File: config.mk
export PLATFORM = sky130hd
export DESIGN_NAME = dual_adc_output_control
export DESIGN_NICKNAME = d
export VERILOG_FILES = /design/src/verilog/adc_out_pkg.sv /design/src/verilog/dual_adc_output_control.sv /design/src/verilog/sample_delay_line.sv
export VERILOG_INCLUDE_DIRS = /design/src /design/src/verilog
export SDC_FILE = /design/constraint.sdc
export NUM_CORES = 1
export LEC_CHECK = 0
export BUFFER_PORTS_ARGS = -buffer_cell sky130_fd_sc_hd__buf_2
export CORE_MARGIN = 1
export CORE_UTILIZATION = 64
export CTS_BUF_LIST = sky130_fd_sc_hd__clkbuf_8
export DETAILED_ROUTE_END_ITERATION = 16
export PLACE_DENSITY = 0.88
export SYNTH_ARGS = -nofsm -noshare
export SYNTH_HDL_FRONTEND = slang
export SYNTH_SLANG_ARGS = --single-unit
File: constraint.sdc
create_clock -name clk_sys -period 11.35 [get_ports clk_sys]
set_clock_uncertainty 0.15 [all_clocks]
set_input_delay 1.7025 -clock clk_sys [delete_from_list [all_inputs] [get_ports clk_sys]]
set_output_delay 1.7025 -clock clk_sys [all_outputs]
set_load 0.01 [all_outputs]
File: src/verilog/adc_out_defines.svh
// constants of the dual converter output control block
// included by the package and by every file that uses these names;
// holds definitions and nothing else
`ifndef ADC_OUT_DEFINES_SVH
`define ADC_OUT_DEFINES_SVH

// sample word width and its top bit
`define WORD_W          10
`define WORD_MSB        9
// encode cycles from sample to delivered word
`define PIPE_DEPTH      5
`define PTR_W           3
`define PTR_LAST        3'h4
// encode cycles of invalid data after power-down release
`define RECOVER_CYCLES  4'hA
`define REC_W           4
// register bus
`define ADDR_W          12
`define REG_CTRL        12'h000
`define REG_STATUS      12'h004
// mode table: index {first,second}; 00 normal, 01 align, 10 b off, 11 both
`define MAP_W           8
`define MAP_RESET       8'hE4

`endif

File: src/verilog/adc_out_pkg.sv
// types shared by the converter output control and its delay line
// assumes the defines header sits beside it on the include path
package adc_out_pkg;
  `include "adc_out_defines.svh"

  // decoded operating modes of the two static mode pins
  typedef enum logic [1:0] {
    MODE_NORMAL,
    MODE_ALIGN,
    MODE_PD_B,
    MODE_PD_BOTH
  } mode_t;

  typedef struct packed {
    logic               psel;
    logic               penable;
    logic               pwrite;
    logic [`ADDR_W-1:0] paddr;
    logic [31:0]        pwdata;
  } apb_req_t;

  typedef struct packed {
    logic [31:0] prdata;
    logic        pready;
    logic        pslverr;
  } apb_rsp_t;

  // one channel's output pins: data, output enable, data valid
  typedef struct packed {
    logic [`WORD_W-1:0] data;
    logic               oe;
    logic               valid;
  } chan_out_t;

  typedef struct packed {
    logic [15:0]       zero_hi;
    logic [`REC_W-1:0] rec_b;
    logic [`REC_W-1:0] rec_a;
    logic [1:0]        zero_lo;
    logic              valid_b;
    logic              valid_a;
    logic              oe_b;
    logic              oe_a;
    mode_t             mode;
  } status_t;

  typedef struct packed {
    logic [`PIPE_DEPTH-1:0][`WORD_W-1:0] mem;
    logic [`PTR_W-1:0]                   ptr;
    logic [`WORD_W-1:0]                  rd;
  } delay_state_t;

  typedef struct packed {
    logic               enc_a_q;
    logic               enc_b_q;
    logic               fire_a_d;
    logic               fire_b_d;
    chan_out_t          a;
    chan_out_t          b;
    logic [`WORD_W-1:0] pend_b;
    logic               pend_valid;
    logic [`REC_W-1:0]  rec_a;
    logic [`REC_W-1:0]  rec_b;
    logic [`MAP_W-1:0]  mode_map;
    logic [31:0]        rd_data;
  } ctrl_state_t;
endpackage : adc_out_pkg

File: src/verilog/dual_adc_output_control.sv
// output and mode control of a dual ten-bit sampling converter
// encode clocks and samples are synchronous inputs of clk_sys; encode
// must run at most a quarter of clk_sys so edges are seen apart
`timescale 1ns/1ps
`default_nettype none
`include "adc_out_defines.svh"

module dual_adc_output_control
  import adc_out_pkg::*;
(
  input  wire logic               clk_sys,
  input  wire logic               rst,
  input  wire apb_req_t           apb_req,
  output apb_rsp_t                apb_rsp,
  input  wire logic               encode_a,
  input  wire logic               encode_b,
  input  wire logic [`WORD_W-1:0] sample_a,
  input  wire logic [`WORD_W-1:0] sample_b,
  input  wire logic               output_format_select,
  input  wire logic               mode_select_first,
  input  wire logic               mode_select_second,
  output chan_out_t               chan_a,
  output chan_out_t               chan_b
);

  ctrl_state_t        s;
  ctrl_state_t        next_s;
  logic [`WORD_W-1:0] rd_a;
  logic [`WORD_W-1:0] rd_b;
  logic               rise_a;
  logic               rise_b;
  logic               fall_b;
  mode_t              mode;
  logic               pd_a;
  logic               pd_b;
  logic               align;
  logic               setup_ph;
  logic               access_ph;
  logic               hit_ctrl;
  logic               hit_status;
  status_t            status;

  // offset binary is native; twos complement flips the top bit
  function automatic logic [`WORD_W-1:0] fmt_word(
    input logic [`WORD_W-1:0] w,
    input logic               twos
  );
    logic [`WORD_W-1:0] r;
    r = w;
    if (twos) begin
      r[`WORD_MSB] = ~w[`WORD_MSB];
    end
    return r;
  endfunction : fmt_word

  // encode edges seen against last cycle's level
  assign rise_a = encode_a & ~s.enc_a_q;
  assign rise_b = encode_b & ~s.enc_b_q;
  assign fall_b = ~encode_b & s.enc_b_q;

  // table lookup decode
  // software may remap pin levels; the default matches the board straps
  assign mode = mode_t'(s.mode_map[{mode_select_first,
                                    mode_select_second, 1'b0} +: 2]);

  assign pd_a  = (mode == MODE_PD_BOTH);
  assign pd_b  = (mode == MODE_PD_BOTH) || (mode == MODE_PD_B);
  assign align = (mode == MODE_ALIGN);

  // five-deep delay per channel
  // a powered-down channel freezes its pipeline
  sample_delay_line u_delay_a (
    .clk_sys (clk_sys),
    .rst     (rst),
    .advance (rise_a & ~pd_a),
    .wr_data (sample_a),
    .rd_data (rd_a)
  );

  sample_delay_line u_delay_b (
    .clk_sys (clk_sys),
    .rst     (rst),
    .advance (rise_b & ~pd_b),
    .wr_data (sample_b),
    .rd_data (rd_b)
  );

  // apb decode; zero wait states, so access always completes at once
  assign setup_ph   = apb_req.psel & ~apb_req.penable;
  assign access_ph  = apb_req.psel & apb_req.penable;
  assign hit_ctrl   = (apb_req.paddr == `REG_CTRL);
  assign hit_status = (apb_req.paddr == `REG_STATUS);

  // status word shows the block's live state
  always_comb begin
    status         = '0;
    status.mode    = mode;
    status.oe_a    = s.a.oe;
    status.oe_b    = s.b.oe;
    status.valid_a = s.a.valid;
    status.valid_b = s.b.valid;
    status.rec_a   = s.rec_a;
    status.rec_b   = s.rec_b;
  end

  // next state of the whole block
  always_comb begin
    next_s          = s;
    next_s.enc_a_q  = encode_a;
    next_s.enc_b_q  = encode_b;
    next_s.fire_a_d = rise_a & ~pd_a;
    next_s.fire_b_d = rise_b & ~pd_b;

    next_s.a.oe = ~pd_a;
    next_s.b.oe = ~pd_b;

    // channel A; untouched by a B-only power-down
    // A runs alone
    if (pd_a) begin
      next_s.rec_a   = '0;
      next_s.a.valid = 1'b0;
    end else if (s.fire_a_d) begin
      next_s.a.data  = fmt_word(rd_a, output_format_select);
      next_s.a.valid = (s.rec_a == `RECOVER_CYCLES);
      if (s.rec_a != `RECOVER_CYCLES) begin
        next_s.rec_a = s.rec_a + 4'h1;
      end
    end

    // channel B
    if (pd_b) begin
      next_s.rec_b      = '0;
      next_s.b.valid    = 1'b0;
      next_s.pend_valid = 1'b0;
    end else begin
      // half period later
      // old pending word goes out before a new one is parked
      if (fall_b && align) begin
        next_s.b.data  = s.pend_b;
        next_s.b.valid = s.pend_valid;
      end
      if (s.fire_b_d) begin
        if (align) begin
          next_s.pend_b     = fmt_word(rd_b, output_format_select);
          next_s.pend_valid = (s.rec_b == `RECOVER_CYCLES);
        end else begin
          next_s.b.data  = fmt_word(rd_b, output_format_select);
          next_s.b.valid = (s.rec_b == `RECOVER_CYCLES);
        end
        if (s.rec_b != `RECOVER_CYCLES) begin
          next_s.rec_b = s.rec_b + 4'h1;
        end
      end
    end

    // read data is latched in setup so the bus sees a flip-flop
    if (setup_ph) begin
      if (hit_ctrl) begin
        next_s.rd_data = 32'(s.mode_map);
      end else if (hit_status) begin
        next_s.rd_data = status;
      end else begin
        next_s.rd_data = '0;
      end
    end

    if (access_ph && apb_req.pwrite && hit_ctrl) begin
      next_s.mode_map = apb_req.pwdata[`MAP_W-1:0];
    end
  end

  // all state in one register
  always_ff @(posedge clk_sys or posedge rst) begin
    if (rst) begin
      s          <= '0;
      s.mode_map <= `MAP_RESET;
    end else begin
      s <= next_s;
    end
  end

  // bus answer; writes to status and any access to unmapped offsets are errors
  assign apb_rsp.prdata  = s.rd_data;
  assign apb_rsp.pready  = 1'b1;
  assign apb_rsp.pslverr = access_ph &
                           ~(hit_ctrl | (hit_status & ~apb_req.pwrite));

  assign chan_a = s.a;
  assign chan_b = s.b;

  // power-down: buffers released, words frozen, valid dropped
  AST_PD_BOTH_HIZ: assert property (
    @(posedge clk_sys) disable iff (rst)
    mode == MODE_PD_BOTH |=> !chan_a.oe && !chan_b.oe)
    else $error("outputs still driven in full power-down");

  AST_PD_B_ONLY: assert property (
    @(posedge clk_sys) disable iff (rst)
    mode == MODE_PD_B |=> !chan_b.oe && chan_a.oe)
    else $error("b-only power-down drives the wrong buffers");

  AST_OE_A_ON: assert property (
    @(posedge clk_sys) disable iff (rst)
    !pd_a |=> chan_a.oe)
    else $error("channel a buffer off while powered");

  AST_OE_B_ON: assert property (
    @(posedge clk_sys) disable iff (rst)
    !pd_b |=> chan_b.oe)
    else $error("channel b buffer off while powered");

  AST_PD_A_HOLD: assert property (
    @(posedge clk_sys) disable iff (rst)
    pd_a |=> $stable(chan_a.data))
    else $error("channel a word moved while powered down");

  AST_PD_B_HOLD: assert property (
    @(posedge clk_sys) disable iff (rst)
    pd_b |=> $stable(chan_b.data))
    else $error("channel b word moved while powered down");

  AST_PD_A_NOT_VALID: assert property (
    @(posedge clk_sys) disable iff (rst)
    pd_a |=> !chan_a.valid)
    else $error("channel a valid while powered down");

  AST_PD_B_NOT_VALID: assert property (
    @(posedge clk_sys) disable iff (rst)
    pd_b |=> !chan_b.valid)
    else $error("channel b valid while powered down");

  // channel a keeps its latency and format when only b sleeps
  AST_A_RUNS: assert property (
    @(posedge clk_sys) disable iff (rst)
    mode == MODE_PD_B && rise_a ##1 mode == MODE_PD_B
      |=> chan_a.data == fmt_word($past(rd_a), $past(output_format_select)))
    else $error("channel a stalled during b power-down");

  // format: only the top bit differs between the two codes
  AST_TWOS: assert property (
    @(posedge clk_sys) disable iff (rst)
    s.fire_a_d && !pd_a && output_format_select
      |=> chan_a.data[`WORD_MSB] == ~$past(rd_a[`WORD_MSB]))
    else $error("twos complement top bit not inverted");

  AST_OFFSET_BIN: assert property (
    @(posedge clk_sys) disable iff (rst)
    s.fire_a_d && !pd_a && !output_format_select
      |=> chan_a.data == $past(rd_a))
    else $error("offset binary word altered");

  AST_LOW_BITS_A: assert property (
    @(posedge clk_sys) disable iff (rst)
    s.fire_a_d && !pd_a
      |=> chan_a.data[`WORD_MSB-1:0] == $past(rd_a[`WORD_MSB-1:0]))
    else $error("channel a low bits altered by format");

  // recovery: valid only once the count has run out
  AST_RECOVER: assert property (
    @(posedge clk_sys) disable iff (rst)
    $rose(chan_b.valid) |-> s.rec_b == `RECOVER_CYCLES)
    else $error("channel b valid before recovery ended");

  AST_RECOVER_A: assert property (
    @(posedge clk_sys) disable iff (rst)
    $rose(chan_a.valid) |-> s.rec_a == `RECOVER_CYCLES)
    else $error("channel a valid before recovery ended");

  AST_A_VALID_SET: assert property (
    @(posedge clk_sys) disable iff (rst)
    s.fire_a_d && !pd_a && s.rec_a == `RECOVER_CYCLES |=> chan_a.valid)
    else $error("channel a not valid after recovery");

  AST_RELEASE_INVALID: assert property (
    @(posedge clk_sys) disable iff (rst)
    $fell(pd_a) |-> ##1 !chan_a.valid [*2])
    else $error("channel a valid right after power-up");

  // words move only one cycle after an encode rise is seen, or at once on a b fall in align mode
  AST_A_ONLY_AFTER_FIRE: assert property (
    @(posedge clk_sys) disable iff (rst)
    !s.fire_a_d |=> $stable(chan_a.data))
    else $error("channel a word moved without an encode edge");

  AST_B_ONLY_AFTER_EDGE: assert property (
    @(posedge clk_sys) disable iff (rst)
    !s.fire_b_d && !fall_b |=> $stable(chan_b.data))
    else $error("channel b word moved without an encode edge");

  // alignment: b parks on its rise and goes out on its fall
  AST_ALIGN_HOLD: assert property (
    @(posedge clk_sys) disable iff (rst)
    s.fire_b_d && align && !fall_b && !pd_b
      |=> chan_b.data == $past(chan_b.data))
    else $error("aligned channel b changed on rising edge");

  AST_ALIGN_WAITS: assert property (
    @(posedge clk_sys) disable iff (rst)
    align && !fall_b |=> $stable(chan_b.data))
    else $error("aligned channel b moved off its falling edge");

  AST_ALIGN_FALL: assert property (
    @(posedge clk_sys) disable iff (rst)
    fall_b && align && !pd_b |=> chan_b.data == $past(s.pend_b))
    else $error("aligned channel b missed its falling edge");

  AST_SAME_EDGE: assert property (
    @(posedge clk_sys) disable iff (rst)
    s.fire_b_d && !align && !pd_b
      |=> chan_b.data == fmt_word($past(rd_b), $past(output_format_select)))
    else $error("unaligned channel b not updated on rising edge");

  // mode table changes only on an accepted control write
  AST_CTRL_WRITE: assert property (
    @(posedge clk_sys) disable iff (rst)
    access_ph && apb_req.pwrite && hit_ctrl
      |=> s.mode_map == $past(apb_req.pwdata[`MAP_W-1:0]))
    else $error("mode table write lost");

  AST_MAP_KEPT: assert property (
    @(posedge clk_sys) disable iff (rst)
    !(access_ph && apb_req.pwrite && hit_ctrl) |=> $stable(s.mode_map))
    else $error("mode table changed without a write");

endmodule : dual_adc_output_control

`default_nettype wire

File: src/verilog/sample_delay_line.sv
// five-word circular delay line for one converter channel
// advance is a one-cycle strobe per encode edge; read data is registered
`timescale 1ns/1ps
`default_nettype none
`include "adc_out_defines.svh"

module sample_delay_line
  import adc_out_pkg::*;
(
  input  wire logic               clk_sys,
  input  wire logic               rst,
  input  wire logic               advance,
  input  wire logic [`WORD_W-1:0] wr_data,
  output logic      [`WORD_W-1:0] rd_data
);

  delay_state_t s;
  delay_state_t next_s;

  // oldest word leaves as the new one takes its slot
  always_comb begin
    next_s = s;
    if (advance) begin
      next_s.rd         = s.mem[s.ptr];
      next_s.mem[s.ptr] = wr_data;
      next_s.ptr        = (s.ptr == `PTR_LAST) ? '0 : s.ptr + 3'h1;
    end
  end

  always_ff @(posedge clk_sys or posedge rst) begin
    if (rst) begin
      s <= '0;
    end else begin
      s <= next_s;
    end
  end

  assign rd_data = s.rd;

  AST_PTR_WRAP: assert property (
    @(posedge clk_sys) disable iff (rst)
    advance && s.ptr == `PTR_LAST |=> s.ptr == '0)
    else $error("delay pointer did not wrap after five slots");

endmodule : sample_delay_line

`default_nettype wire
# ---- Yosys cells after proc, flatten, opt, wreduce, memory -nomap -nowiden
# Index checks and enable logic that the tools add are counted.
dict set report word_totals {
  reg_bits 213
  input_bits 74
  out_inout_bits 58
  word_cells 119
}
dict set report op_classes {
  add_sub_neg 4
  magnitude_cmp 4
  eq_ne 10
  shifts 1
  muxes 33
  n_bitwise 20
  reduce_logical 17
}
# op n
set ops {}
lappend ops {{50-bit bitwise mux} 2}
lappend ops {{10-bit two-way mux} 7}
lappend ops {{10-bit binary-select mux with 3-bit select} 2}
lappend ops {{10-bit demux with 3-bit select} 2}
lappend ops {{16-bit two-way mux} 2}
lappend ops {{4-bit two-way mux} 6}
lappend ops {{12-bit by 3-bit equality test with 1-bit output, second input constant} 1}
lappend ops {{12-bit zero test} 1}
lappend ops {{12-bit two-way mux} 1}
lappend ops {{11-bit two-way mux} 1}
lappend ops {{1-bit inverter} 10}
lappend ops {{2-bit nonzero test} 5}
lappend ops {{1-bit bitwise AND} 9}
lappend ops {{4-bit by 1-bit adder with 4-bit output, second input constant} 2}
lappend ops {{4-bit equality test, second input constant} 2}
lappend ops {{3-bit by 4-bit less-than comparator with 1-bit output, second input constant} 2}
lappend ops {{1-bit two-way mux} 8}
lappend ops {{4-bit != test, second input constant} 2}
lappend ops {{2-bit AND reduction} 4}
lappend ops {{8-bit by 4-bit indexed part select with 2-bit output} 1}
lappend ops {{3-bit by 1-bit adder with 3-bit output, second input constant} 2}
lappend ops {{3-bit equality test, second input constant} 2}
lappend ops {{3-bit by 1-bit >= comparator with 1-bit output, second input constant} 2}
lappend ops {{3-bit two-way mux} 2}
lappend ops {{other kinds (6)} 11}

# ---- Longest topological paths before layout
dict set report logic_depth {
  ltp_word 7
  mapped_depth 7
  depth_no_buf 6
}

# ---- Hierarchy
# Synthesis repeated with hierarchy kept, for this count alone.
dict set report hier_totals {
  cells_unflattened 738
  hier_area_um2 9417.8
}
# module instances cells_each area_per_inst_um2 seq_area_each_um2
set modules_own_cells {}
lappend modules_own_cells {sample_delay_line 2 221 2931.6 1576.5}
lappend modules_own_cells {dual_adc_output_control 1 296 3554.7 1781.7}

# ---- Worst setup path after synthesis
# No wires, ideal clock.
dict set report synth_path {
  path_kind {input to output}
  startpoint {input apb_req[34] (netlist bit)}
  endpoint {output apb_rsp[0] (netlist bit)}
  arrival_ns 2.460
  t_required_ns 9.498
  path_slack_ns 7.037
  cell_stages 3
  path_buffers 1
  cell_sequence {clkbuf_1 > nand2_1 > a41oi_1}
}
# element line
set synth_rtl {}
lappend synth_rtl {{start: declaration} dual_adc_output_control.sv:13} ;# input wire apb_req_t apb_req,
lappend synth_rtl {{end: declaration} dual_adc_output_control.sv:14} ;# output apb_rsp_t apb_rsp,

==> flow_metrics.env <==
export IMPL_maxCapViolCount=0
export IMPL_clock_latency_ns=0.46
export IMPL_wl_met1_mm=7.49
export IMPL_dieWidth_um=121
export IMPL_path_class="in2out"
export IMPL_dr_wl_met3_um=872
export IMPL_cts_tree="yes"
export IMPL_via_count=5652
export IMPL_drt_iter0_drc=380
export IMPL_cts_htree_levels=4
export IMPL_die_area_um2=14600
export IMPL_drc=4
export IMPL_ys_top_cells_by_area="dfrtp_1 (54%), mux2_2 (17%), buf_4 (5.1%), mux4_2 (2.2%), o21ai_0 (2.2%)"
export IMPL_cts_num_sinks=197
export IMPL_max_slew_margin_rel=0.277
export IMPL_start_util=0.652
export IMPL_grt_antenna_before_repair=1
export IMPL_yosysSeqAreaShare=0.547
export IMPL_clock_root_buffer="clkbuf_8"
export IMPL_grt_max_degree=115
export IMPL_path_common_cell="buf_2"
export IMPL_path_cells="buf_2, nor4_1, a41oi_1, buf_2"
export IMPL_outcome="finished with violations"
export IMPL_postLayoutCellArea_um2=9570
export IMPL_max_slew_worst_pin_slew_ns=1.08
export IMPL_wl_per_cell_um=18.6
export IMPL_fmax_mhz=222
export IMPL_synth_ff_type="dfrtp_1"
export IMPL_top_layer_used="met5"
export IMPL_syn_area_per_cell_um2=12.7
export IMPL_slowest_stage="nor4_1"
export IMPL_startpoint_type="primary input"
export IMPL_clk_path_buf_depth=2
export IMPL_power_density_cell_area_nw_per_um2=233
export IMPL_core_area_um2=13800
export IMPL_fin_nets=828
export IMPL_tns_ns=0
export IMPL_violations="DRC"
export IMPL_netlist_area_um2=9020
export IMPL_end_kind="output port"
export IMPL_hold_viol=0
export IMPL_ctsHoldBuffers=0
export IMPL_yosys_top_cells_count="dfrtp_1 (193), mux2_2 (133), buf_4 (61)"
export IMPL_path_max_fanout=3
export IMPL_postCtsResizedCells=0
export IMPL_yosys_register_bits=197
export IMPL_met2_length_mm=8.77
export IMPL_rows=43
export IMPL_arrival_ns=2.66
export IMPL_yosys_area_top_type_share=0.536
export IMPL_async_reset_ff_frac=1.00
export IMPL_yosysTopAreaCell="dfrtp_1"
export IMPL_vias_per_cell=6.01
export IMPL_p_total_uw=2230
export IMPL_path_clk_slew_ns=0.09
export IMPL_synth_cell_type_count=48
export IMPL_ir_worst_vdd_mv=0.0944
export IMPL_worstPathRequired_ns=9.50
export IMPL_synth_edf_count=0
export IMPL_finalCriticalPeriod_ns=4.51
export IMPL_cts_buffers=17
export IMPL_crit_buf_inv=2
export IMPL_ios=132
export IMPL_fp_dieH_um=121
export IMPL_grt_total_usage=0.256
export IMPL_synth_warnings=0
export IMPL_setup_viol_count_final=0
export IMPL_synthMostInstantiatedCell="dfrtp_1"
export IMPL_grt_pass1_vias=5822
export IMPL_slew_violations=0
export IMPL_cpLargestDelayFamily="simple AND/OR/NAND/NOR gates"
export IMPL_drt_pass1_iterations=11
export IMPL_placed_area_um2=9200
export IMPL_gp_congestion=0.774
export IMPL_grt_overflow=0
export IMPL_synth_cells=708
export IMPL_synthToLayoutAreaGrowth_pct=6.15
export IMPL_place_detailed_hpwl_mm=11.9
export IMPL_post_cts_setup_buffers=0
export IMPL_finalCritPeriodShare=0.398
export IMPL_rsz0062_at_grt="false"
export IMPL_drive_gt1_frac=0.366
export IMPL_cpPeakStageDelay_ns=0.49
export IMPL_wl_mm=17.4
export IMPL_nFillCells=934
export IMPL_grt_pass1_wl_mm=28.8
export IMPL_p_leak_uw=0.00438
export IMPL_min_path_type="reg2reg"
export IMPL_numPortBuffers=90
export IMPL_postRouteAntennaNets=0
-- final cells by class --
| cell class | count | area (um2) | share of cell area |
|---|---|---|---|
| Clock inverter | 11 | 78.8 | 0.00823 |
| Multi-Input combinational cell | 414 | 3480 | 0.364 |
| Sequential cell | 197 | 4930 | 0.515 |
| Antenna cell | 1 | 2.50 | 0.000261 |
| Tap cell | 180 | 225 | 0.0235 |
| Clock buffer | 21 | 289 | 0.0302 |
| Timing Repair Buffer | 92 | 465 | 0.0486 |
| Inverter | 24 | 95.1 | 0.00993 |
-- sequential cells by signal, indices dropped and copies added, names as in the netlist --
register and flops:
chan_a 12, chan_b 12, u_delay_b.rd_data 10, apb_rsp 16, u_delay_a.s 53, u_delay_a.rd_data 10, s 31, u_delay_b.s 53
-- kinds of logic after synthesis --
| family | count (synthesis) | synth area share |
|---|---|---|
| flip-flops | 197 | 0.547 |
| multiplexers | 162 | 0.211 |
| AO/OA/AOI/OAI | 115 | 0.0850 |
| buffers and inverters | 112 | 0.0730 |
| AND/OR/NAND/NOR | 105 | 0.0651 |
| adder cells (fa/ha/maj) | 8 | 0.0111 |
| XOR/XNOR | 7 | 0.00680 |
| other | 2 | 0.000833 |
-- worst register-to-register path: stages (launching register included) --
cell and delay (ns):
dfrtp_1 0.43, mux4_2 0.63, or3b_1 0.66, inv_2 0.32, and3_1 0.59, mux2_2 0.41
-- worst paths after layout --
check	from	to	slack, ns	depth (start not counted)
max in group asynchronous	rst	u_delay_a.s[51]	8.14	3
setup reg to reg	s[35]	u_delay_b.s[22]	8.04	5
setup / recovery	apb_req[41]	apb_rsp[0]	6.84	4
hold / removal	u_delay_a.rd_data[8]	u_delay_a.rd_data[8]	0.35	2
min in group asynchronous	rst	u_delay_b.s[13]	1.30	2
hold reg to reg	u_delay_a.rd_data[8]	u_delay_a.rd_data[8]	0.35	2
-- per-layer routing --
layer  GRT usage  up-vias
met1       0.341     2901
met3      0.0425       28
met5           0        -
li1            -     2527
met2       0.419      194
met4       0.106        2
-- power by group --
group	internal, uW	leakage, uW	switching (uW)
combinational	357	0.00177	281
sequential	965	0.00243	217
clock	175	0.000187	236
total	1500	0.00438	735
-- through the flow --
stage,std cells,setup WS (ns),utilization,hold WS [ns]
2_1_floorplan,723,4.14,-,0.291
4_1_cts,939,6.88,0.692,0.346
3_5_place_dp,907,6.61,0.666,0.324
3_3_place_gp,907,6.67,0.666,0.305
6_report,940,6.84,0.692,0.346
5_1_grt,939,6.81,0.692,0.362
-- layout by cell type, fill, tap and decap left out, types with 4 or more instances in the layout --
cell	n
a22oi_1	10
nor4_4	4
nor2_1	27
a21oi_1	14
o22ai_1	9
nand3b_1	5
a22o_1	13
o21ai_0	39
inv_1	24
nor2b_1	9
mux2_2	133
nand2_1	32
conb_1	17
ha_1	8
xnor2_1	5
buf_2	90
o2bb2ai_1	7
o21a_1	4
clkinv_4	5
nand2b_1	4
mux2i_1	18
and3_1	6
clkbuf_8	21
nand4_1	4
mux4_2	9
dfstp_2	4
dfrtp_1	193
a221oi_1	6
No activity file was read; power rests on OpenSTA's default activity.
